## config.mk

```make
export PLATFORM = sky130hd
export DESIGN_NAME = sdpc_top
export DESIGN_NICKNAME = d
export VERILOG_FILES = /design/src/pkg/sdpc_pkg.sv /design/src/hdl/sdpc_delay_line.sv /design/src/hdl/sdpc_top.sv
export SDC_FILE = /design/constraint.sdc
export NUM_CORES = 1
export LEC_CHECK = 0
export BUFFER_PORTS_ARGS = -buffer_cell sky130_fd_sc_hd__buf_2
export CAP_MARGIN = 0
export CORE_UTILIZATION = 44
export CTS_BUF_LIST = sky130_fd_sc_hd__clkbuf_8
export CTS_CLUSTER_DIAMETER = 200
export DETAILED_ROUTE_END_ITERATION = 7
export GPL_TIMING_DRIVEN = 0
export PLACE_DENSITY = 0.69
export SETUP_SLACK_MARGIN = 0.4
export SLEW_MARGIN = 20
export SYNTH_ARGS = -nofsm -noshare
export SYNTH_HDL_FRONTEND = slang
export SYNTH_SLANG_ARGS = --single-unit
```

## constraint.sdc

```tcl
create_clock -name core_clk_in -period 6.2 [get_ports core_clk_in]
set_input_delay 0.93 -clock core_clk_in [delete_from_list [all_inputs] [get_ports core_clk_in]]
set_output_delay 0.93 -clock core_clk_in [all_outputs]
set_load 0.005 [all_outputs]
```

## src/pkg/sdpc_pkg.sv

```systemverilog
// Constants and types for the frame reference divider and pulser control block
// Operation
// RQ1: Six-bit request delay in whole steps
// RQ2: Software picks delay from captured position
// RQ3: Request clear empties latch, resets sync
// RQ4: Clear held forces request low, except repeater
// RQ5: Software pulses clear before sync or capture
// RQ6: Pulse count n gives n pulses
// RQ7: Pulser counter gates divider output
// RQ8: Twelve-bit divider, ratio 2 to 4095
// RQ9: Software keeps divider frequencies in limits
// RQ10: Odd ratios only with delay bypass; reset loads ratio 5 with bypass bit 10 clear
// RQ11: Inphase strength resets to maximum
// RQ12: Two-bit phase selects interpolator clock
// RQ13: Mode field picks continuous, pulser, repeater
// RQ14: Continuous mode emits free divider clock
// RQ15: Pulser emits programmed pulses per request
// RQ16: Repeater gives one pulse per request
// RQ17: Pin function bit selects sync or request
// RQ18: Latch holds request high until cleared
// RQ19: Counter reloads per request, stops when done
package sdpc_pkg;
   localparam logic [7:0] SDPC_ADDR_REQ = 8'h0F;
   localparam logic [7:0] SDPC_ADDR_DIV = 8'h10;
   localparam logic [7:0] SDPC_ADDR_MODE = 8'h11;
   localparam logic [15:0] SDPC_RST_REQ = 16'h0181;
   localparam logic [15:0] SDPC_RST_DIV = 16'h1005;
   localparam logic [15:0] SDPC_RST_MODE = 16'h07F0;
   localparam int SDPC_CLR_BIT = 0;
   localparam int SDPC_DLY_LSB = 1;
   localparam int SDPC_LATCH_BIT = 7;
   localparam int SDPC_PINFN_BIT = 8;
   localparam int SDPC_FORCE_BIT = 9;
   localparam int SDPC_BYP_BIT = 10;
   localparam int SDPC_DIV_LSB = 0;
   localparam int SDPC_CNT_LSB = 12;
   localparam int SDPC_MODE_LSB = 0;
   localparam int SDPC_PHASE_LSB = 2;
   localparam int SDPC_STR_LSB = 4;
   localparam int SDPC_DLY_DEPTH = 64;
   typedef enum logic [1:0] {
      SDPC_MODE_CONT = 2'b00,
      SDPC_MODE_PULSER = 2'b01,
      SDPC_MODE_REPEAT = 2'b10,
      SDPC_MODE_RSVD = 2'b11
   } sdpc_mode_t;
endpackage : sdpc_pkg

```

## src/hdl/sdpc_delay_line.sv

```systemverilog
// Request delay line: a tapped shift register of whole clock steps
`timescale 1ns/10ps
`default_nettype none
module sdpc_delay_line (
   // Clock and reset
   input wire logic core_clk_in,
   input wire logic rst_in,
   // Data
   input wire logic din_in,
   input wire logic [5:0] tap_in,
   output logic dout_out
);
   logic [sdpc_pkg::SDPC_DLY_DEPTH-1:0] line_q;
   logic [sdpc_pkg::SDPC_DLY_DEPTH-1:0] line_d;
   logic dout_q;
   logic dout_d;

   always_comb begin
      line_d = {line_q[sdpc_pkg::SDPC_DLY_DEPTH-2:0], din_in};
      // Tap 0 still costs the output register cycle
      dout_d = (tap_in == 6'h00) ? din_in : line_q[tap_in - 6'h01]; // RQ1
   end

   always_ff @(posedge core_clk_in or posedge rst_in) begin
      if (rst_in) begin
         line_q <= '0;
         dout_q <= 1'b0;
      end else begin
         line_q <= line_d;
         dout_q <= dout_d;
      end
   end

   assign dout_out = dout_q;
endmodule : sdpc_delay_line
`default_nettype wire

```

## src/hdl/sdpc_top.sv

```systemverilog
// Frame reference divider, pulser and request control
`timescale 1ns/10ps
`default_nettype none
module sdpc_top (
   // Clock and reset
   input wire logic core_clk_in,
   input wire logic rst_in,
   // Register port
   input wire logic [7:0] reg_addr_in,
   input wire logic [15:0] reg_wdata_in,
   input wire logic reg_wr_in,
   input wire logic reg_rd_in,
   output logic [15:0] reg_rdata_out,
   // Request pin
   input wire logic sysref_request_input_in,
   // Outputs
   output logic frame_ref_output_0_out,
   output logic sync_pulse_out,
   output logic [1:0] out0_interp_phase_out,
   output logic [6:0] out0_inphase_strength_out,
   output logic delay_generator_bypass_out
);
   // Register state
   logic [15:0] req_reg_q, req_reg_d;
   logic [15:0] div_reg_q, div_reg_d;
   logic [15:0] mode_reg_q, mode_reg_d;
   logic [15:0] rdata_q, rdata_d;
   // Field views
   logic request_clear;
   logic [5:0] request_delay_steps;
   logic request_latch_enable;
   logic request_pin_function;
   logic request_force;
   logic [11:0] frame_ref_divider;
   logic [3:0] pulser_count;
   sdpc_pkg::sdpc_mode_t generation_mode;

   assign request_clear = req_reg_q[sdpc_pkg::SDPC_CLR_BIT];
   assign request_delay_steps = req_reg_q[sdpc_pkg::SDPC_DLY_LSB +: 6];
   assign request_latch_enable = req_reg_q[sdpc_pkg::SDPC_LATCH_BIT];
   assign request_pin_function = req_reg_q[sdpc_pkg::SDPC_PINFN_BIT];
   assign request_force = req_reg_q[sdpc_pkg::SDPC_FORCE_BIT];
   assign frame_ref_divider = div_reg_q[sdpc_pkg::SDPC_DIV_LSB +: 12];
   assign pulser_count = div_reg_q[sdpc_pkg::SDPC_CNT_LSB +: 4];
   assign generation_mode = sdpc_pkg::sdpc_mode_t'(mode_reg_q[sdpc_pkg::SDPC_MODE_LSB +: 2]);

   // Pin synchroniser, then delay line
   logic req_s1_q, req_s2_q;
   logic req_dly;

   always_ff @(posedge core_clk_in or posedge rst_in) begin
      if (rst_in) begin
         req_s1_q <= 1'b0;
         req_s2_q <= 1'b0;
      end else begin
         req_s1_q <= sysref_request_input_in;
         req_s2_q <= req_s1_q;
      end
   end

   sdpc_delay_line u_delay (
      .core_clk_in(core_clk_in),
      .rst_in(rst_in),
      .din_in(req_s2_q),
      .tap_in(request_delay_steps),
      .dout_out(req_dly)
   );

   // Register writes; reserved upper bits of the mode word read zero
   always_comb begin
      req_reg_d = req_reg_q;
      div_reg_d = div_reg_q;
      mode_reg_d = mode_reg_q;
      rdata_d = 16'h0000;
      if (reg_wr_in) begin
         case (reg_addr_in)
            sdpc_pkg::SDPC_ADDR_REQ: req_reg_d = {5'h00, reg_wdata_in[10:0]}; // RQ3
            sdpc_pkg::SDPC_ADDR_DIV: div_reg_d = reg_wdata_in;
            sdpc_pkg::SDPC_ADDR_MODE: mode_reg_d = {5'h00, reg_wdata_in[10:0]};
            default: req_reg_d = req_reg_q;
         endcase
      end
      if (reg_rd_in) begin
         case (reg_addr_in)
            sdpc_pkg::SDPC_ADDR_REQ: rdata_d = req_reg_q;
            sdpc_pkg::SDPC_ADDR_DIV: rdata_d = div_reg_q;
            sdpc_pkg::SDPC_ADDR_MODE: rdata_d = mode_reg_q;
            default: rdata_d = 16'h0000;
         endcase
      end
   end

   always_ff @(posedge core_clk_in or posedge rst_in) begin
      if (rst_in) begin
         req_reg_q <= sdpc_pkg::SDPC_RST_REQ; // RQ3
         div_reg_q <= sdpc_pkg::SDPC_RST_DIV; // RQ6 RQ8
         mode_reg_q <= sdpc_pkg::SDPC_RST_MODE; // RQ11
         rdata_q <= 16'h0000;
      end else begin
         req_reg_q <= req_reg_d;
         div_reg_q <= div_reg_d;
         mode_reg_q <= mode_reg_d;
         rdata_q <= rdata_d;
      end
   end

   // Request latch, edge detect and internal request
   logic latch_q, latch_d;
   logic req_prev_q, req_prev_d;
   logic req_int;
   logic req_rise;

   always_comb begin
      latch_d = latch_q;
      if (request_clear) begin
         latch_d = 1'b0; // RQ3
      end else if (request_latch_enable && req_dly && !req_prev_q) begin
         latch_d = 1'b1; // RQ18
      end
      // Clear holds the request low except in repeater mode
      if (request_clear && generation_mode != sdpc_pkg::SDPC_MODE_REPEAT) begin
         req_int = 1'b0; // RQ4
      end else begin
         req_int = req_dly | latch_q | request_force;
      end
      req_prev_d = req_int;
      req_rise = req_int && !req_prev_q;
   end

   always_ff @(posedge core_clk_in or posedge rst_in) begin
      if (rst_in) begin
         latch_q <= 1'b0;
         req_prev_q <= 1'b0;
      end else begin
         latch_q <= latch_d;
         req_prev_q <= req_prev_d;
      end
   end

   // Divider; clear or a sync request restarts its timing
   logic [11:0] div_cnt_q, div_cnt_d;
   logic div_out_q, div_out_d;
   logic div_wrap;
   logic sync_hit;
   logic [11:0] half;

   always_comb begin
      sync_hit = req_rise && !request_pin_function; // RQ17
      half = {1'b0, frame_ref_divider[11:1]};
      // Reserved ratios 0 and 1 hold the count at zero and the output high
      div_wrap = (div_cnt_q >= frame_ref_divider - 12'h001) || (frame_ref_divider < 12'h002); // RQ8
      div_cnt_d = div_wrap ? 12'h000 : div_cnt_q + 12'h001;
      if (request_clear || sync_hit) begin
         div_cnt_d = 12'h000; // RQ3
      end
      // High for the first half; odd ratios give a duty below one half
      div_out_d = (div_cnt_d < half) || (frame_ref_divider < 12'h002);
   end

   always_ff @(posedge core_clk_in or posedge rst_in) begin
      if (rst_in) begin
         div_cnt_q <= 12'h000;
         div_out_q <= 1'b0;
      end else begin
         div_cnt_q <= div_cnt_d;
         div_out_q <= div_out_d;
      end
   end

   // Pulser gate counter
   logic [3:0] pulses_q, pulses_d;
   logic div_fall;
   logic div_prev_q;
   logic out_q, out_d;
   logic sync_q, sync_d;
   logic pulser_req;

   always_comb begin
      div_fall = div_prev_q && !div_out_q;
      pulser_req = req_rise && request_pin_function;
      pulses_d = pulses_q;
      if (generation_mode == sdpc_pkg::SDPC_MODE_PULSER && pulser_req) begin
         // Reserved zero still gives one pulse
         pulses_d = (pulser_count == 4'h0) ? 4'h1 : pulser_count; // RQ6 RQ19
      end else if (div_fall && pulses_q != 4'h0) begin
         pulses_d = pulses_q - 4'h1; // RQ19
      end
      case (generation_mode)
         sdpc_pkg::SDPC_MODE_CONT: out_d = div_out_q; // RQ14
         sdpc_pkg::SDPC_MODE_PULSER: out_d = div_out_q && (pulses_q != 4'h0) && !div_fall; // RQ7 RQ15
         sdpc_pkg::SDPC_MODE_REPEAT: out_d = req_dly; // RQ16
         default: out_d = 1'b0; // RQ13
      endcase
      sync_d = sync_hit;
   end

   always_ff @(posedge core_clk_in or posedge rst_in) begin
      if (rst_in) begin
         pulses_q <= 4'h0;
         div_prev_q <= 1'b0;
         out_q <= 1'b0;
         sync_q <= 1'b0;
      end else begin
         pulses_q <= pulses_d;
         div_prev_q <= div_out_q;
         out_q <= out_d;
         sync_q <= sync_d;
      end
   end

   // Delay generator settings, registered straight out
   logic [1:0] phase_q;
   logic [6:0] str_q;
   logic byp_q;

   always_ff @(posedge core_clk_in or posedge rst_in) begin
      if (rst_in) begin
         phase_q <= sdpc_pkg::SDPC_RST_MODE[sdpc_pkg::SDPC_PHASE_LSB +: 2];
         str_q <= sdpc_pkg::SDPC_RST_MODE[sdpc_pkg::SDPC_STR_LSB +: 7];
         byp_q <= sdpc_pkg::SDPC_RST_REQ[sdpc_pkg::SDPC_BYP_BIT];
      end else begin
         phase_q <= mode_reg_q[sdpc_pkg::SDPC_PHASE_LSB +: 2]; // RQ12
         str_q <= mode_reg_q[sdpc_pkg::SDPC_STR_LSB +: 7];
         byp_q <= req_reg_q[sdpc_pkg::SDPC_BYP_BIT];
      end
   end

   assign reg_rdata_out = rdata_q;
   assign frame_ref_output_0_out = out_q;
   assign sync_pulse_out = sync_q;
   assign out0_interp_phase_out = phase_q;
   assign out0_inphase_strength_out = str_q;
   assign delay_generator_bypass_out = byp_q;

   // Checks
   chk_clear_forces_low: assert property (@(posedge core_clk_in) disable iff (rst_in) // RQ4
      (request_clear && generation_mode != sdpc_pkg::SDPC_MODE_REPEAT) |-> !req_int)
      else $error("request not held low under clear");
   chk_latch_cleared: assert property (@(posedge core_clk_in) disable iff (rst_in) // RQ3
      request_clear |=> !latch_q)
      else $error("latch survived clear");
   chk_latch_holds: assert property (@(posedge core_clk_in) disable iff (rst_in) // RQ18
      (latch_q && !request_clear) |=> latch_q)
      else $error("latch dropped without clear");
   chk_pulser_reload: assert property (@(posedge core_clk_in) disable iff (rst_in) // RQ19
      (generation_mode == sdpc_pkg::SDPC_MODE_PULSER && pulser_req && pulser_count != 4'h0)
      |=> pulses_q == $past(pulser_count))
      else $error("pulse counter not reloaded");
   chk_pulser_gate: assert property (@(posedge core_clk_in) disable iff (rst_in) // RQ7
      (generation_mode == sdpc_pkg::SDPC_MODE_PULSER && pulses_q == 4'h0 && !pulser_req)
      |=> !out_q)
      else $error("pulser output while count spent");
   chk_repeat_follow: assert property (@(posedge core_clk_in) disable iff (rst_in) // RQ16
      (generation_mode == sdpc_pkg::SDPC_MODE_REPEAT) ##1 (generation_mode == sdpc_pkg::SDPC_MODE_REPEAT)
      |-> out_q == $past(req_dly))
      else $error("repeater output differs from request");
   chk_cont_follow: assert property (@(posedge core_clk_in) disable iff (rst_in) // RQ14
      (generation_mode == sdpc_pkg::SDPC_MODE_CONT) |=> out_q == $past(div_out_q))
      else $error("continuous output differs from divider");
   chk_div_wrap: assert property (@(posedge core_clk_in) disable iff (rst_in) // RQ8
      (frame_ref_divider >= 12'h002) |-> div_cnt_q < frame_ref_divider || $changed(frame_ref_divider))
      else $error("divider count out of range");
   chk_rsvd_mode: assert property (@(posedge core_clk_in) disable iff (rst_in) // RQ13
      (generation_mode == sdpc_pkg::SDPC_MODE_RSVD) |=> !out_q)
      else $error("reserved mode drives output");
   chk_sync_pin: assert property (@(posedge core_clk_in) disable iff (rst_in) // RQ17
      sync_q |-> !$past(request_pin_function))
      else $error("sync pulse in request function");
endmodule : sdpc_top
`default_nettype wire

```

==> run_results.csv, run 1 <==
group,metric,value,unit
placement,portBuffers,56,
critical_path,r2r-start,"div_reg_q[3]$_DFFE_PP0P_",
grt,grt_max_degree,78,
timing,setup_viol,0,
clock_network,cts_max_level,4,
clock_network,clock_path_buffers,2,
timing,tightest_slew,0.716,ns
clock_network,post_cts_resized,0,
critical_path,critPathCapture,"div_out_q$_DFF_PP0_",
finish,layout_common_cells,"133 x dfrtp_1, 61 x buf_2, 36 x mux2_1",
route,drcViolationCount,0,
synth,synthFlopType,"dfrtp_1",
route,wire_per_inst,17.2,um
critical_path,end_kind,"flop",
pwr,p_int,0.00153,W
route,drtAntennaViolNets,0,
clock_network,clk_pin_slew,0.08,ns
placement,gp_congestion,0.811,
timing,finalClockSkew,0.00975,ns
critical_path,crit_start,"div_reg_q[3]$_DFFE_PP0P_",
finish,synthToLayoutAreaGrowth,14.0,%
timing,min_period_over_period,73.2,%
floorplanning,die_height,123,um
critical_path,crit_fanout,10,
grt,antenna_found_initial,0,
floorplanning,num_rows,43,
route,wirelength,13000,um
floorplanning,coreArea,14100,um2
pwr,power_frac_clock,33.2,%
floorplanning,die-area,15200,um2
flow_run,maxCapViolations,0,
route,drt-initial-drc-count,231,
pwr,powerDensity,286,nW/um2
grt,overflow,0,
finish,instances_no_fill,752,
timing,min_period,4.54,ns
timing,max-slew-margin-rel,52.1,%
clock_network,ctsHoldBuffers,0,
clock_network,clock_latency,0.45,ns
synth,ys_async_sr_fraction,100,%
finish,layout.nets,616,
floorplanning,initial_core_util,46.0,%
synth,netlist_area,6480,um2
route,vias_per_cell,5.39,
grt,grt_pass1_wl,21300,um
grt,grt_pass1_vias,4205,
grt,grt_util_all_layers,19.1,%
critical_path,crit_chain,"or4_1, nor2_2, nand2_1, or4_1, xnor2_1, ha_1, and4_1, a211oi_1, nand4b_1, buf_2, nor2_1, ha_1, a21o_1, a21o_1, a21oi_1, o221ai_1, a22oi_1",
pwr,p_comb_share,13.6,%
pwr,pwr-share-seq,53.2,%
placement,place_area,7020,um2
critical_path,slowest_delay,0.54,ns
critical_path,worstPathArrival,4.87,ns
floorplanning,die_width,123,um
critical_path,rrSetupSlack,1.66,ns
timing,fmax,0.220,GHz
critical_path,required,6.54,ns
clock_network,cts_num_sinks,153,
finish,fillers,1215,
placement,hpwlAfterDp,9350,um
synth,ys_seq_elements,153,
route,first_pass_iters,4,
route,vias,4052,
clock_network,cts_tree,"yes",
clock_network,cts_made_buffers,17,
critical_path,reg2regPathDepth,17,
timing,rsz0062_at_grt,"false",
critical_path,critical_path_class,"flop to flop",
finish,final_area,7380,um2
pwr,leakage,3.44,nW
timing,hold_viol,0,
synth,synth_area_per_cell,13.4,um2
pwr,swShare,27.6,%
pwr,ir_drop,0.157,mV
clock_network,root_buffer,"clkbuf_8",
synth,syn_nets,540,
synth,seq_area_frac_synth,59.5,%
critical_path,critPathLaunchType,"flop",
synth,synthCells,484,
finish,antennaDiodeCount,0,
clock_network,cts_setup_buffers,0,
finish,final_common_cell,"dfrtp_1",
finish,drive_gt1_share,25.9,%
outcome,status,"completed",
timing,slew_violations,0,
worst_hold_path,hold_path_class,"flop to flop",
critical_path,slowest_stage,"or4_1",
synth,yosysWarningCount,0,
pwr,p_sw,0.000581,W
synth,ys_types,50,
synth,synth_edf_count,0,
placement,placed_cells,721,
floorplanning,ioPinCount,57,
critical_path,rr_endpoint,"div_out_q$_DFF_PP0_",
power by group through the flow:
stage          combinational (W)  sequential [W]  clock [W]
2_1_floorplan           0.000215         0.00112          0
3_3_place_gp            0.000276         0.00114          0
3_5_place_dp            0.000290         0.00114          0
4_1_cts                 0.000291         0.00112   0.000722
5_1_grt                 0.000328         0.00113   0.000760
6_report                0.000287         0.00112   0.000701
synthesized netlist by cell type, drive strengths merged (3+ instances only):
cell | count | area share (%)
nor3b | 3 | 0.35
nand2 | 29 | 1.7
buf | 7 | 0.56
clkbuf | 9 | 0.52
a22oi | 10 | 1.2
nor4b | 5 | 0.87
mux4 | 18 | 6.3
ha | 27 | 5.2
and4 | 3 | 0.41
and3 | 7 | 0.68
o21ai | 16 | 1.2
inv | 24 | 1.4
mux2 | 43 | 7.5
a21oi | 21 | 1.6
dfstp | 20 | 8.1
nor3 | 9 | 0.77
nand3 | 9 | 0.70
or4 | 3 | 0.35
xnor2 | 16 | 2.2
nand4 | 5 | 0.48
nor2b | 4 | 0.39
dfrtp | 133 | 51
a21o | 3 | 0.35
nor2 | 27 | 1.6
xor2 | 11 | 1.5
routing by layer:
metal	global-route usage, %	routed length [um]	up-vias
met5	0	0	-
met4	7.00	157	0
met2	29.0	6020	81
met1	26.8	6300	2077
met3	4.70	474	14
li1	-	-	1880
critical path, delay by kind of cell (launching register included):
family	cells	cell delay, ns
and+or+nand+nor	7	1.85
adders and majority gates	2	0.56
xor gates and xnor gates	1	0.14
DFF	1	0.48
AOI/OAI and AO/OA	6	1.14
buffers and inverters	1	0.25
how the worst min path moves through the flow:
stage | startpoint | endpoint | slack, ns | depth (start not counted)
2_1_floorplan | req_s1_q$_DFF_PP0_ | req_s2_q$_DFF_PP0_ | 0.33 | 0
5_1_grt | req_s1_q$_DFF_PP0_ | req_s2_q$_DFF_PP0_ | 0.37 | 0
6_report | req_s1_q$_DFF_PP0_ | req_s2_q$_DFF_PP0_ | 0.36 | 0
3_3_place_gp | req_s1_q$_DFF_PP0_ | req_s2_q$_DFF_PP0_ | 0.34 | 0
3_5_place_dp | req_s1_q$_DFF_PP0_ | req_s2_q$_DFF_PP0_ | 0.35 | 0
4_1_cts | req_s1_q$_DFF_PP0_ | req_s2_q$_DFF_PP0_ | 0.37 | 0
logic make-up (layout without fill, tap and decap cells):
kind of cell	after synthesis	after routing	synth area share, %
simple gates	112	112	9.23
xor+xnor	27	27	3.65
fa+ha+maj	27	27	5.22
compound gates	63	63	6.05
flops	153	153	59.5
buf+inv	40	128	2.47
mux	62	62	13.9
metrics by stage:
step / setup WS [ns] / hold slack [ns] / setup TNS [ns] / util [%] / total power [W]
finish: 1.66 / 0.364 / 0 / 52.4 / 0.00211
global route: 1.24 / 0.371 / 0 / 52.4 / 0.00222
CTS: 1.67 / 0.370 / 0 / 52.4 / 0.00213
detailed placement: 1.70 / 0.348 / 0 / 49.8 / 0.00143
global placement: -0.198 / 0.340 / -24.67 / 49.5 / 0.00141
floorplan: 1.18 / 0.331 / 0 / - / 0.00134
sequential cells by signal, summed over array words and instances (netlist names):
signal and count:
mode_reg_q 11, req_s1_q 1, sync_pulse_out 1, u_delay.dout_out 1
req_reg_q 11, latch_q 1, req_s2_q 1, frame_ref_output_0_out 1
div_cnt_q 12, pulses_q 4, delay_generator_bypass_out 1, out0_interp_phase_out 2
out0_inphase_strength_out 7, u_delay.line_q 64, req_prev_q 1, div_reg_q 16
reg_rdata_out 16, div_prev_q 1, div_out_q 1
final cells by class:
class                           instances  area [um2]  area share [%]
Buffer                                 16        70.1           0.949
Clock buffer                           18         248            3.36
Clock inverter                         13         118            1.59
Inverter                               24        97.6            1.32
Multi-Input combinational cell        291        2460            33.4
Sequential cell                       153        3850            52.2
Tap cell                              180         225            3.05
Timing Repair Buffer                   57         308            4.17
Power figures use the tool's default switching activity.
==> inputs of run 2 (changes only) <==
Clock period 6.2 ns to 4.8 ns, I/O delays scaled along.
==> run 2 against run 1 <==
Net effect:
- wire length rose by 2.6%
- worst hold slack got worse by 0.081 ns
- non-clock buffer count up 10
- maximum frequency up 8.2%
- core utilization grew 1.4 points
- register-to-register slack worse by 1.1 ns
- critical endpoint unchanged
==> run_results.csv, run 2 (same netlist as run 1, synthesis figures left out) <==
group,metric,value,unit
floorplanning,num_rows,43,
clock_network,cts_tree,"yes",
finish,final_common_cell,"dfrtp_1",
finish,antennaDiodeCount,0,
pwr,finalPower,0.00289,W
flow_run,maxCapViolations,0,
route,drt-initial-drc-count,270,
critical_path,worstPathArrival,4.56,ns
route,vias_per_cell,5.40,
route,vias,4118,
route,drtAntennaViolNets,0,
timing,fin_setup_tns,0,ns
clock_network,root_buffer,"clkbuf_8",
worst_hold_path,hold_path_class,"input port to async pin",
clock_network,clock_latency,0.46,ns
grt,antenna_found_initial,0,
grt,grt_util_all_layers,19.6,%
clock_network,cts_max_level,4,
placement,gp_congestion,0.831,
placement,hpwlAfterDp,9610,um
finish,instances_no_fill,763,
critical_path,critPathLaunchType,"flop",
clock_network,cts_num_sinks,153,
finish,multi_input_area,2490,um2
timing,fmax,0.238,GHz
route,wirelength,13300,um
floorplanning,ioPinCount,57,
timing,finalClockSkew,0.0106,ns
finish,largest_reg_flops,64,
floorplanning,initial_core_util,46.0,%
timing,max-slew-margin-rel,50.0,%
critical_path,crit_fanout,5,
timing,slew_violations,0,
route,first_pass_iters,4,
critical_path,critical_path_class,"flop to flop",
pwr,ir_drop,0.214,mV
finish,regMostFlops,"u_delay.line_q",
route,drcViolationCount,0,
clock_network,cts_made_buffers,17,
finish,layout.nets,626,
floorplanning,die-area,15200,um2
finish,seq_area,3850,um2
placement,placed_cells,724,
clock_network,ctsHoldBuffers,0,
route,wire_per_inst,17.4,um
finish,drive_gt1_share,28.5,%
finish,layout_common_cells,"132 x dfrtp_1, 61 x buf_2, 36 x mux2_1",
floorplanning,coreArea,14100,um2
grt,grt_pass1_vias,4269,
critical_path,required,5.16,ns
clock_network,clock_path_buffers,2,
placement,portBuffers,56,
pwr,powerDensity,381,nW/um2
clock_network,clk_pin_slew,0.08,ns
timing,min_period_over_period,87.4,%
finish,synthToLayoutAreaGrowth,17.0,%
outcome,status,"completed",
timing,setup_viol,0,
grt,overflow,0,
floorplanning,die_height,123,um
timing,tightest_slew,0.750,ns
timing,min_period,4.20,ns
finish,fillers,1216,
critical_path,end_kind,"flop",
timing,hold_viol,0,
timing,rsz0062_at_grt,"false",
grt,grt_pass1_wl,22000,um
pwr,leakage,3.54,nW
floorplanning,die_width,123,um
grt,grt_max_degree,39,
[run 2: changes by cell type in the layout (fill, tap and decap cells not counted), sizes merged]
cell,change
buf,+10
bufinv,+2
clkbuf,+1
clkinvlp,-1
inv,-1
[run 2: per-layer routing]
metal	vias to the layer above	global-route usage, %	part of all wire (%)
met2	92	29.9	47
met5	-	0	0
li1	1911	-	-
met1	2092	27.1	46
met3	23	4.66	5.0
met4	0	8.13	1.8
[run 2: cell type report]
class / instances / share of cell area (%)
flip-flops and latches: 153 / 50.9
clock inverters: 13 / 2.18
plain buffers: 16 / 1.01
repair buffers: 67 / 5.41
well taps: 180 / 2.97
multi-input cells: 291 / 32.9
clock buffers: 19 / 3.45
inverters: 24 / 1.24
[run 2: worst paths after layout]
check | startpoint | end | slack (ns) | cells after the start
worst max register to register | div_reg_q[5]$_DFFE_PP0P_ | div_out_q$_DFF_PP0_ | 0.60 | 19
worst min-delay path | rst_in | reg_rdata_out[4]$_DFF_PP0_ | 0.28 | 2
max in group asynchronous | rst_in | req_s1_q$_DFF_PP0_ | 3.52 | 5
worst max-delay path | div_reg_q[5]$_DFFE_PP0P_ | div_out_q$_DFF_PP0_ | 0.60 | 19
min in group core_clk_in | req_s1_q$_DFF_PP0_ | req_s2_q$_DFF_PP0_ | 0.36 | 0
worst min register to register | req_s1_q$_DFF_PP0_ | req_s2_q$_DFF_PP0_ | 0.36 | 0
[run 2: per-stage QoR]
stage          utilization [%]  area (um2)  setup slack (ns)  hold slack [ns]
6_report                  53.8        7580             0.603            0.283
5_1_grt                   53.8        7580             0.388            0.301
4_1_cts                   53.3        7510             0.455            0.276
3_5_place_dp              50.1        7070             0.271            0.348
3_3_place_gp              49.6        6990             0.339            0.337
2_1_floorplan                -        6480             0.887            0.331
[run 2: timing repair]
action,CTS,global route
buffers inserted,1,5
pin swaps,1,4
setup endpoints to repair,1,1
cloned,0,1
resized for setup,2,8
[run 2: critical path: stages (launching register included)]
cell and delay [ns]:
dfrtp_1 0.41, or4_4 0.55, nor2_2 0.13, nand2_1 0.10, or4_4 0.44, xnor2_2 0.15, ha_1 0.29, and4_4 0.22
nand2_1 0.05, a31oi_1 0.16, nand4b_1 0.22, buf_4 0.14, buf_2 0.15, nor2_1 0.08, ha_1 0.18, a21o_1 0.15
a21o_1 0.16, a21oi_1 0.14, o221ai_1 0.13, a22oi_2 0.24
[run 2: power breakdown]
part / switching (W) / total (W) / internal, W / leakage [nW]
clock: 0.000483 / 0.00103 / 0.000545 / 0.211
sequential: 0.0000704 / 0.00145 / 0.00138 / 1.91
combinational: 0.000212 / 0.000412 / 0.000200 / 1.41
total: 0.000766 / 0.00289 / 0.00212 / 3.54
